File: src/design/otfr_pkg.sv
// package: command codes, field layout, reset values and enumerations of the over-temp block
package otfr_pkg;
   // command codes for the settings
   localparam logic [7:0] CMD_OT_FAULT_THRESHOLD = 8'h4f;
   localparam logic [7:0] CMD_OT_FAULT_ACTION = 8'h50;
   localparam logic [7:0] CMD_OT_WARNING_THRESHOLD = 8'h51;
   // response byte field positions
   localparam int REACT_MSB = 7;
   localparam int REACT_LSB = 6;
   localparam int RETRY_MSB = 5;
   localparam int RETRY_LSB = 3;
   localparam int DELAY_MSB = 2;
   localparam int DELAY_LSB = 0;
   // reaction codes
   localparam logic [1:0] REACT_IGNORE = 2'h0;
   localparam logic [1:0] REACT_CONTINUE = 2'h1;
   localparam logic [1:0] REACT_DISABLE_RETRY = 2'h2;
   localparam logic [1:0] REACT_LATCH_OFF = 2'h3;
   // retry codes
   localparam logic [2:0] RETRY_NONE = 3'h0;
   localparam logic [2:0] RETRY_FOREVER = 3'h7;
   // reset values of the settings
   localparam logic [15:0] RST_FAULT_THRESHOLD = 16'hffff;
   localparam logic [15:0] RST_WARNING_THRESHOLD = 16'hffff;
   localparam logic [7:0] RST_FAULT_ACTION = 8'hc0;
   // width of the delay-unit length, in clock cycles
   localparam int UNIT_W = 24;
   localparam int TIMER_W = UNIT_W + 8;
   // fault sequencer states
   typedef enum logic [2:0] {
      OTFR_IDLE, OTFR_CONTINUE, OTFR_OFF_WAIT, OTFR_RESTART, OTFR_LATCHED
   } otfr_state_type;
endpackage

File: src/design/otfr_timer_if.sv
// interface: load and expiry of the fault delay timer
`timescale 1ns/1ns
interface otfr_timer_if;
   import otfr_pkg::*;
   logic load; // one-cycle start pulse
   logic [TIMER_W-1:0] cycles; // cycles to run
   logic expired; // one-cycle pulse at end
   logic running; // timer busy
   modport ctrl (output load, output cycles, input expired, input running);
   modport timer (input load, input cycles, output expired, output running);
endinterface

File: src/design/otfr_over_temp_fault_response.sv
// module: over-temperature limits, response setting and fault sequencer
`timescale 1ns/1ns
// Operation
// RULE1: fault threshold, 16 bits, command 0x4F
// RULE2: warning threshold, 16 bits, command 0x51
// RULE3: reaction bits 7:6; 00 ignores fault
// RULE4: continue for delay, then retry setting
// RULE5: reaction 10 disables at once, retries
// RULE6: reaction 11 latches off until cleared
// RULE7: retry 000 means no restart, stay off
// RULE8: retries 1..6, then latch off
// RULE9: restart spacing is delay times unit
// RULE10: retry 111 retries until commanded off
// RULE11: delay field decodes to 2**code units
// RULE12: unit length from configuration register 0xC8; the code takes it from the continue_unit_cycles and restart_unit_cycles inputs
// RULE13: reaction 01 selects continue-then-retry
// RULE14: warn above warning, fault above fault threshold
module otfr_over_temp_fault_response
   import otfr_pkg::*;
(
   input wire logic clk,
   input wire logic arst_n,
   input wire logic cmd_write,
   input wire logic [7:0] cmd_code,
   input wire logic [15:0] cmd_data,
   input wire logic [7:0] rd_code,
   output logic [15:0] rd_data,
   input wire logic clear_faults,
   input wire logic clear_status_bit,
   input wire logic output_on_cmd,
   input wire logic [15:0] temperature,
   input wire logic [UNIT_W-1:0] continue_unit_cycles,
   input wire logic [UNIT_W-1:0] restart_unit_cycles,
   input wire logic restart_ok,
   input wire logic other_fault,
   output logic output_enable,
   output logic over_temp_warning,
   output logic over_temp_fault,
   output logic restart_attempt
);
   logic [15:0] over_temp_fault_threshold; // fault limit
   logic [15:0] over_temp_warning_threshold; // warning limit
   logic [7:0] over_temp_fault_action; // response byte
   otfr_state_type state; // sequencer state
   otfr_state_type next_state; // next sequencer state
   logic [2:0] tries_used; // restarts made so far
   logic on_cmd_d; // last on command level
   logic fault_now; // temperature over fault limit
   logic warn_now; // temperature over warning limit
   logic fault_clear; // any clear source
   logic [1:0] react; // reaction field
   logic [2:0] retries; // retry field
   logic [2:0] delay_code; // delay field
   logic [8:0] delay_units; // decoded unit count
   logic retries_left; // another restart allowed
   otfr_timer_if tif ();

   otfr_delay_timer u_timer (
      .clk(clk),
      .arst_n(arst_n),
      .tmr(tif.timer)
   );

   // threshold comparisons, simple unsigned compare of the raw words
   assign fault_now = temperature > over_temp_fault_threshold; // [RULE14]
   assign warn_now = temperature > over_temp_warning_threshold; // [RULE14]
   assign react = over_temp_fault_action[REACT_MSB:REACT_LSB]; // [RULE3]
   assign retries = over_temp_fault_action[RETRY_MSB:RETRY_LSB];
   assign delay_code = over_temp_fault_action[DELAY_MSB:DELAY_LSB];
   assign delay_units = 9'h1 << delay_code; // [RULE11]
   // off-then-on: a rising on command after an off clears the latch
   assign fault_clear = clear_faults || clear_status_bit || (output_on_cmd && !on_cmd_d); // [RULE6]
   // unlimited retries stop only on command off or another fault
   assign retries_left = (retries == RETRY_FOREVER) || (tries_used < retries); // [RULE10] [RULE8]

   // settings written by the host command port
   always_ff @(posedge clk or negedge arst_n) begin
      if (!arst_n) begin
         over_temp_fault_threshold <= RST_FAULT_THRESHOLD;
         over_temp_warning_threshold <= RST_WARNING_THRESHOLD;
         over_temp_fault_action <= RST_FAULT_ACTION;
      end else if (cmd_write) begin
         case (cmd_code)
            CMD_OT_FAULT_THRESHOLD: over_temp_fault_threshold <= cmd_data; // [RULE1]
            CMD_OT_WARNING_THRESHOLD: over_temp_warning_threshold <= cmd_data; // [RULE2]
            CMD_OT_FAULT_ACTION: over_temp_fault_action <= cmd_data[7:0];
            default: ;
         endcase
      end
   end

   // read-back mux; unknown codes read zero
   always_ff @(posedge clk or negedge arst_n) begin
      if (!arst_n) begin
         rd_data <= '0;
      end else begin
         case (rd_code)
            CMD_OT_FAULT_THRESHOLD: rd_data <= over_temp_fault_threshold;
            CMD_OT_WARNING_THRESHOLD: rd_data <= over_temp_warning_threshold;
            CMD_OT_FAULT_ACTION: rd_data <= {8'h00, over_temp_fault_action};
            default: rd_data <= '0;
         endcase
      end
   end

   // edge memory of the on command
   always_ff @(posedge clk or negedge arst_n) begin
      if (!arst_n) begin
         on_cmd_d <= 1'b0;
      end else begin
         on_cmd_d <= output_on_cmd;
      end
   end

   // sequencer next state
   always_comb begin
      next_state = state;
      tif.load = 1'b0;
      tif.cycles = '0;
      case (state)
         OTFR_IDLE: begin
            if (fault_now && output_on_cmd) begin
               case (react)
                  REACT_IGNORE: next_state = OTFR_IDLE; // [RULE3]
                  REACT_CONTINUE: begin
                     next_state = OTFR_CONTINUE; // [RULE13] [RULE4]
                     tif.load = 1'b1;
                     tif.cycles = TIMER_W'(continue_unit_cycles) * TIMER_W'(delay_units); // [RULE12]
                  end
                  REACT_DISABLE_RETRY: begin
                     next_state = OTFR_OFF_WAIT; // [RULE5]
                     tif.load = 1'b1;
                     tif.cycles = TIMER_W'(restart_unit_cycles) * TIMER_W'(delay_units); // [RULE9]
                  end
                  default: next_state = OTFR_LATCHED; // [RULE6]
               endcase
               if (react != REACT_IGNORE && react != REACT_LATCH_OFF && retries == RETRY_NONE
                   && react == REACT_DISABLE_RETRY) begin
                  next_state = OTFR_LATCHED; // [RULE7]
                  tif.load = 1'b0;
               end
            end
         end
         OTFR_CONTINUE: begin
            // output stays on through the delay
            if (!fault_now) begin
               next_state = OTFR_IDLE;
            end else if (tif.expired) begin
               if (retries == RETRY_NONE) begin
                  next_state = OTFR_LATCHED; // [RULE7]
               end else begin
                  next_state = OTFR_OFF_WAIT; // [RULE4]
                  tif.load = 1'b1;
                  tif.cycles = TIMER_W'(restart_unit_cycles) * TIMER_W'(delay_units); // [RULE9]
               end
            end
         end
         OTFR_OFF_WAIT: begin
            // output off; wait one restart spacing
            if (!output_on_cmd || other_fault) begin
               next_state = OTFR_LATCHED; // [RULE10]
            end else if (tif.expired || !tif.running) begin
               next_state = retries_left ? OTFR_RESTART : OTFR_LATCHED; // [RULE8]
               // spacing runs start to start, so it is loaded as the attempt begins;
               // an idle timer here means a span too short to see expire
               tif.load = retries_left;
               tif.cycles = TIMER_W'(restart_unit_cycles) * TIMER_W'(delay_units); // [RULE9]
            end
         end
         OTFR_RESTART: begin
            // one attempt; a start not judged good or fault present counts as failed
            if (restart_ok && !fault_now) begin
               next_state = OTFR_IDLE;
            end else begin
               // timer already counts from this attempt's start
               next_state = OTFR_OFF_WAIT; // [RULE9]
            end
         end
         OTFR_LATCHED: begin
            if (fault_clear) begin
               next_state = OTFR_IDLE; // [RULE6]
            end
         end
         default: next_state = OTFR_IDLE;
      endcase
   end

   // sequencer state register
   always_ff @(posedge clk or negedge arst_n) begin
      if (!arst_n) begin
         state <= OTFR_IDLE;
      end else begin
         state <= next_state;
      end
   end

   // restart count; cleared whenever the sequence returns to idle
   always_ff @(posedge clk or negedge arst_n) begin
      if (!arst_n) begin
         tries_used <= '0;
      end else if (next_state == OTFR_IDLE) begin
         tries_used <= '0;
      end else if (state == OTFR_OFF_WAIT && next_state == OTFR_RESTART && tries_used != 3'h7) begin
         tries_used <= tries_used + 3'h1; // [RULE8]
      end
   end

   // outputs from flops
   always_ff @(posedge clk or negedge arst_n) begin
      if (!arst_n) begin
         output_enable <= 1'b0;
         over_temp_warning <= 1'b0;
         over_temp_fault <= 1'b0;
         restart_attempt <= 1'b0;
      end else begin
         output_enable <= output_on_cmd && (next_state == OTFR_IDLE
                          || next_state == OTFR_CONTINUE || next_state == OTFR_RESTART);
         over_temp_warning <= warn_now; // [RULE14]
         over_temp_fault <= fault_now; // [RULE14]
         restart_attempt <= (next_state == OTFR_RESTART) && (state != OTFR_RESTART);
      end
   end
endmodule

File: src/design/otfr_delay_timer.sv
// module: down-counter that times the continue delay and restart spacing
`timescale 1ns/1ns
module otfr_delay_timer
   import otfr_pkg::*;
(
   input wire logic clk,
   input wire logic arst_n,
   otfr_timer_if.timer tmr
);
   logic [TIMER_W-1:0] count; // cycles left

   // count down after a load; a new load restarts the span
   always_ff @(posedge clk or negedge arst_n) begin
      if (!arst_n) begin
         count <= '0;
      end else if (tmr.load) begin
         count <= tmr.cycles;
      end else if (count != '0) begin
         count <= count - TIMER_W'(1);
      end
   end

   // expiry pulses on the last counted cycle; not gated by load, since the
   // controller decides its load from this pulse and a gate would close a loop
   assign tmr.expired = (count == TIMER_W'(1));
   assign tmr.running = (count != '0);
endmodule

File: config.mk
export PLATFORM = sky130hd
export DESIGN_NAME = otfr_over_temp_fault_response
export DESIGN_NICKNAME = d
export VERILOG_FILES = /design/src/design/otfr_pkg.sv /design/src/design/otfr_timer_if.sv /design/src/design/otfr_over_temp_fault_response.sv /design/src/design/otfr_delay_timer.sv
export SDC_FILE = /design/constraint.sdc
export NUM_CORES = 1
export LEC_CHECK = 0
export ABC_AREA = 1
export BUFFER_PORTS_ARGS = -buffer_cell sky130_fd_sc_hd__buf_2
export CELL_PAD_IN_SITES_DETAIL_PLACEMENT = 1
export CELL_PAD_IN_SITES_GLOBAL_PLACEMENT = 1
export CORE_UTILIZATION = 51
export CTS_CLUSTER_DIAMETER = 60
export DETAILED_ROUTE_END_ITERATION = 10
export HOLD_SLACK_MARGIN = 0.1
export PLACE_DENSITY_LB_ADDON = 0.1
export SETUP_SLACK_MARGIN = 0.1
export SLEW_MARGIN = 0
export SYNTH_ARGS = -nofsm -noshare
export SYNTH_HDL_FRONTEND = slang
export SYNTH_SLANG_ARGS = --single-unit
File: constraint.sdc
create_clock -name clk -period 14.2 [get_ports clk]
set_input_delay 0 -clock clk [delete_from_list [all_inputs] [get_ports clk]]
set_output_delay 0 -clock clk [all_outputs]
set_load 0.02 [all_outputs]
* After elaboration in Yosys (flattened, before gate mapping) *
Index checks and enable logic that the tools add are counted.

storage, ports and cells
  register bits after elaboration = 99

operators by class
  add/subtract/negate cells = 2
  $mul = 2
  order comparisons = 3
  equal/unequal tests = 19
  shift operators = 1
  mux-type cells = 34
  reduce and logical (&&, ||, !) cells = 33

operators by type and width
  cell                                                                     count
  32-bit 2-to-1 mux                                                        8
  32-bit one-hot mux with 3 select lines                                   1
  24-bit by 9-bit multiplier with 32-bit output                            2
  32-bit one-hot mux with 2 select lines                                   1
  8-bit by 7-bit equality test with 1-bit output (second input constant)   6
  16-bit one-hot mux with 3 select lines                                   1
  3-bit 2-to-1 mux                                                         11
  32-bit by 1-bit equality test with 1-bit output (second input constant)  1
  16-bit greater-than comparator                                           2
  32-bit nonzero test                                                      1
  32-bit by 1-bit subtractor with 32-bit output (second input constant)    1
  3-bit one-hot mux with 5 select lines                                    1
  1-bit logical AND                                                        10
  3-bit by 2-bit equality test with 1-bit output (second input constant)   3
  3-bit zero test                                                          3
  3-bit one-hot mux with 3 select lines                                    1
  1-bit by 3-bit left shift with 9-bit output (first input constant)       1
  1-bit 2-to-1 mux                                                         8
  1-bit logical OR                                                         7
  3-bit by 1-bit equality test with 1-bit output (second input constant)   2
  3-bit equality test (second input constant)                              2
  2-bit AND reduction                                                      3
  2-bit nonzero test                                                       3
  1-bit zero test                                                          4
  other kinds (11)                                                         11

* Longest topological paths before layout *
  depth after elaboration = 12
  depth in mapped cells = 30
  gate-level depth less buffers = 28

* Hierarchy *
Synthesis repeated with hierarchy kept, for this count alone.

unflattened totals
  cells, all modules = 2666
  area, all modules = 19483.7 um^2

by module, submodules not included
  module                         instances  cells an instance  area each (um^2)  sequential area each (um^2)
  otfr_over_temp_fault_response  1          2312               17140.2           1719.1
  otfr_delay_timer               1          354                2343.5            800.8

* Worst setup path before layout *
No wires, ideal clock.

  kind = register to register
  start point = register over_temp_fault_action[2]
  end point = register u_timer.count[20]
  data arrival time = 4886 ps
  setup slack = 9196 ps
  cell stages (with the launch flop) = 27
  path buffers = 2
  clock period less this slack = 5004 ps
  cell sequence = dfrtp_1 buf_2 inv_1 nor3_1 clkinv_1 clkbuf_1 nor2_1 fa_1 fa_1 fa_1 inv_1 fa_1 inv_1 ha_1 a21oi_1 inv_1 nor2_1 nor2_1 nor2_1 nand2_1 or2_2 nand3_1 nand2_1 nand2_1 nand2_1 nor2_1 nor2_1

on the way
  cells in the longest elaborated chain, start to end = 7
  elaborated cells between the ends (all ways) = 12

RTL lines
  what                                           line                                                                                                              RTL
  from (decl)                                    otfr_over_temp_fault_response.sv:43                                                                               logic [7:0] over_temp_fault_action;
  from (signal assigned)                         otfr_over_temp_fault_response.sv:86                                                                               CMD_OT_FAULT_ACTION: over_temp_fault_action <= cmd_data[7:0];
  1-bit by 3-bit left shift with 9-bit output *  otfr_over_temp_fault_response.sv:70                                                                               assign delay_units = 9'h1 << delay_code;
  24-bit by 9-bit multiplier with 32-bit output  otfr_over_temp_fault_response.sv:133, otfr_over_temp_fault_response.sv:154, otfr_over_temp_fault_response.sv:167
  32-bit 2-to-1 mux                              otfr_over_temp_fault_response.sv:149                                                                              if (retries == RETRY_NONE) begin
  32-bit 2-to-1 mux                              otfr_over_temp_fault_response.sv:148                                                                              end else if (tif.expired) begin
  32-bit 2-to-1 mux                              otfr_over_temp_fault_response.sv:146                                                                              if (!fault_now) begin
  32-bit one-hot mux with 3 select lines *       otfr_over_temp_fault_response.sv:120                                                                              case (state)
  32-bit 2-to-1 mux *                            otfr_delay_timer.sv:16                                                                                            end else if (tmr.load) begin
  to (signal assigned)                           otfr_delay_timer.sv:17                                                                                            count <= tmr.cycles;
  to (signal assigned)                           otfr_delay_timer.sv:19                                                                                            count <= count - TIMER_W'(1);
  to (decl)                                      otfr_delay_timer.sv:10                                                                                            logic [TIMER_W-1:0] count;

Mark *: on every way between the ends. The rest lies on a longest branch, timed or not.
A chain may end at the register's enable or synchronous reset.

* Worst setup path after layout *
  start point = register over_temp_fault_action[1]
  end point = register u_timer.count[23]

Same word-level chain as after synthesis.

==> flow_metrics.env <==
export IMPL_status="finished, final reports clean"
export IMPL_drc=0
export IMPL_drive_gt1_share_pct=8.74
export IMPL_reg2reg_to="u_timer.count[23]"
export IMPL_dr_pass1_iters=5
export IMPL_period_needed_ns=7.26
export IMPL_grt_overflow=0
export IMPL_h_tree_depth=3
export IMPL_wl_microns=64600
export IMPL_post_dp_hpwl_microns=52700
export IMPL_fillers=4995
export IMPL_r2r_cells=24
export IMPL_clockRootBuffer="clkbuf_16"
export IMPL_slew_headroom_pct=15.3
export IMPL_ios=124
export IMPL_die_h_microns=198
export IMPL_synth_seq_area_share_pct=12.8
export IMPL_startpoint="over_temp_fault_action[1]"
export IMPL_fp_dieW_microns=198
export IMPL_cp_start_kind="register"
export IMPL_grt_pass1_vias=20764
export IMPL_fp_coreArea_sq_um=37800
export IMPL_hp_start="temperature[15]"
export IMPL_clock_sinks=99
export IMPL_port_buffers=123
export IMPL_whs_path_depth=4
export IMPL_wire_per_inst_microns=19.1
export IMPL_viasPerCell=5.47
export IMPL_cts_made_buffers=9
export IMPL_ys_types=52
export IMPL_syn_to_final_growth_pct=8.25
export IMPL_crit_required_ns=14.48
export IMPL_synth_edf_count=0
export IMPL_synth_cells=2750
export IMPL_vias=18464
export IMPL_gp_congestion=0.932
export IMPL_cts_buffer_depth=2
export IMPL_clk_pin_slew_ns=0.08
export IMPL_syn_area_sq_um=19600
export IMPL_grt_max_degree=63
export IMPL_grt_usage_pct=34.5
export IMPL_period_share_pct=51.1
export IMPL_reg2reg_from="over_temp_fault_action[1]"
export IMPL_peakVddDrop_mv=0.0661
export IMPL_finalNetCount=3409
export IMPL_power_density_nw_per_um2=57.1
export IMPL_grt_pass1_wl_microns=106000
export IMPL_antenna_left=0
export IMPL_synth_nets=3303
export IMPL_start_util_pct=52.0
export IMPL_path_max_fanout=22
export IMPL_layout_cells_non_filler=3375
export IMPL_rsz0062_at_grt="no"
export IMPL_worstSetupPathType="reg -> reg"
export IMPL_fin_tns_setup_ns=0
export IMPL_dp_cells=3336
export IMPL_synth_warnings=0
export IMPL_die_area_sq_um=39300
export IMPL_r2r_setup_slack_ns=6.94
export IMPL_holdCritPathClass="in -> reg"
export IMPL_synth_seq_cells=99
export IMPL_arrival_ns=7.54
export IMPL_fmax_ghz=0.138
export IMPL_critPathCaptureType="register"
export IMPL_syn_avg_cell_area_sq_um=7.14
export IMPL_worstMarginPinSlew_ns=1.26
export IMPL_maxCapViolCount=0
export IMPL_cts_tree="yes"
export IMPL_setup_viol=0
export IMPL_slew_viol_final=0
export IMPL_leakagePower_nw=12.0
export IMPL_rows=71
export IMPL_drt_iter0_drc=810
export IMPL_clock_latency_ns=0.37
export IMPL_clock_skew_ns=0.0121
export IMPL_hold_path_endpoint="over_temp_warning"
export IMPL_hold_viol=0
export IMPL_async_reset_ff_share_pct=100
export IMPL_synth_flop_cell="dfrtp_1"
export IMPL_grt_antenna_before_repair=5
[cells in the final DEF (no fill, tap or decap), types with 15 or more instances in the layout]
cell	n
ha_1	183
nor2_1	345
nand2_1	634
dfstp_2	34
nand3b_1	15
nand3_1	115
o21ai_0	107
xor2_1	18
a21oi_1	98
dlygate4sd3_1	20
fa_1	266
dfrtp_1	65
xnor2_1	23
buf_2	122
inv_1	621
nor3_1	23
nand4_1	18
[routing by layer]
| metal | GRT usage, % | share of wire, % |
|---|---|---|
| met5 | 0 | 0.015 |
| met4 | 11.4 | 3.2 |
| met3 | 3.30 | 3.4 |
| met2 | 62.4 | 51 |
| met1 | 42.9 | 42 |
[power by group]
group / internal (W) / switching (W) / leakage [nW] / total, W
Combinational: 0.000204 / 0.000401 / 10.7 / 0.000606
Sequential: 0.000318 / 0.0000367 / 1.22 / 0.000355
Clock: 0.000128 / 0.000126 / 0.146 / 0.000253
Total: 0.000651 / 0.000564 / 12.0 / 0.00121
[worst max path at each step]
stage                     cells past startpoint  slack, ns                end
after floorplan                              26       9.20  u_timer.count[20]
after global placement                       24       7.32  u_timer.count[20]
after detailed placement                     23       7.06  u_timer.count[24]
after CTS                                    23       7.00  u_timer.count[24]
after global routing                         23       6.45  u_timer.count[24]
final                                        24       6.94  u_timer.count[23]
[state kept, by name (all words and copies together) (netlist names)]
signal,flops
restart_attempt,1
u_timer.count,32
on_cmd_d,1
rd_data,16
over_temp_fault_threshold,16
state,3
output_enable,1
tries_used,3
over_temp_fault,1
over_temp_warning,1
over_temp_fault_action,8
over_temp_warning_threshold,16
[stage by stage]
step / instance area, sq um / hold WS (ns) / worst slack, ns / power, W / util (%)
after floorplan: 19600 / -0.296 / 9.20 / 0.000764 / -
after global placement: 20800 / -0.00365 / 7.32 / 0.000922 / 55.0
after detailed placement: 20800 / 0.00808 / 7.06 / 0.000951 / 55.0
after CTS: 21300 / 0.118 / 7.00 / 0.00122 / 56.3
after global routing: 21300 / 0.170 / 6.45 / 0.00131 / 56.3
final: 21300 / 0.136 / 6.94 / 0.00121 / 56.3
[what timing repair did]
| action | 4_1_cts | 5_1_grt |
|---|---|---|
| setup buffers | 0 | 0 |
| resized for setup | 0 | 0 |
| hold buffers | 20 | 0 |
| hold endpoints to repair | 81 | 0 |
[kinds of logic after synthesis]
family	synth area share (%)
adder cells (fa/ha/maj)	38.8
XOR/XNOR	1.83
AO/OA/AOI/OAI	7.19
AND/OR/NAND/NOR	26.0
buffers and inverters	13.4
flip-flops	12.8
[cells in the mapped netlist, types with 3 or more instances]
cell      instances  area [sq um]
nor2_1          345          1290
xor2_1           18           158
clkbuf_1         46           173
xnor2_1          23           201
nand3b_1         15           113
buf_2             9          45.0
dfrtp_1          65          1630
o21ai_1           9          45.0
nand3_2           9          90.1
nand2_1         634          2380
o211ai_1          4          30.0
inv_1           621          2330
nand2_2           6          37.5
inv_2             6          22.5
buf_6             3          33.8
nor3_2            4          40.0
nand3_1         116           581
o21ai_0         107           536
clkinv_1          3          11.3
nor2_2           11          68.8
or2_2             5          31.3
ha_1            183          2290
dfstp_2          34           893
nor4_1            8          50.1
nor2_4            6          67.6
nor3_1           28           140
a21oi_1          98           490
o22ai_1          13          81.3
o221ai_1          8          70.1
nand4_1          18           113
fa_1            266          5330
[worst max-delay path: stages (launching register included)]
cell      delay [ns]
dfrtp_1         0.51
inv_1           0.19
nor3_2          1.01
clkinv_1        0.79
buf_4           0.47
nor2_1          0.19
fa_1            0.44
fa_1            0.51
fa_1            0.49
inv_1           0.05
fa_1            0.47
inv_1           0.04
ha_1            0.37
nand2_1         0.14
nor2_1          0.17
inv_1           0.08
nor3_1          0.27
nand2_1         0.12
nand3_1         0.11
nand3_1         0.09
nand2_1         0.12
nand2_1         0.05
nand2_1         0.16
nand2_1         0.09
a21oi_1         0.19
[cell type report]
class | count | area, sq um | share of cell area [%]
clock buffer | 10 | 239 | 1.12
antenna | 3 | 7.51 | 0.0353
clock inverter | 6 | 55.1 | 0.259
timing repair buffer | 156 | 916 | 4.31
multi-input combinational | 1959 | 14500 | 68.3
inverter | 631 | 2370 | 11.1
tap | 511 | 639 | 3.01
sequential | 99 | 2520 | 11.9
Power figures use the tool's default switching activity.
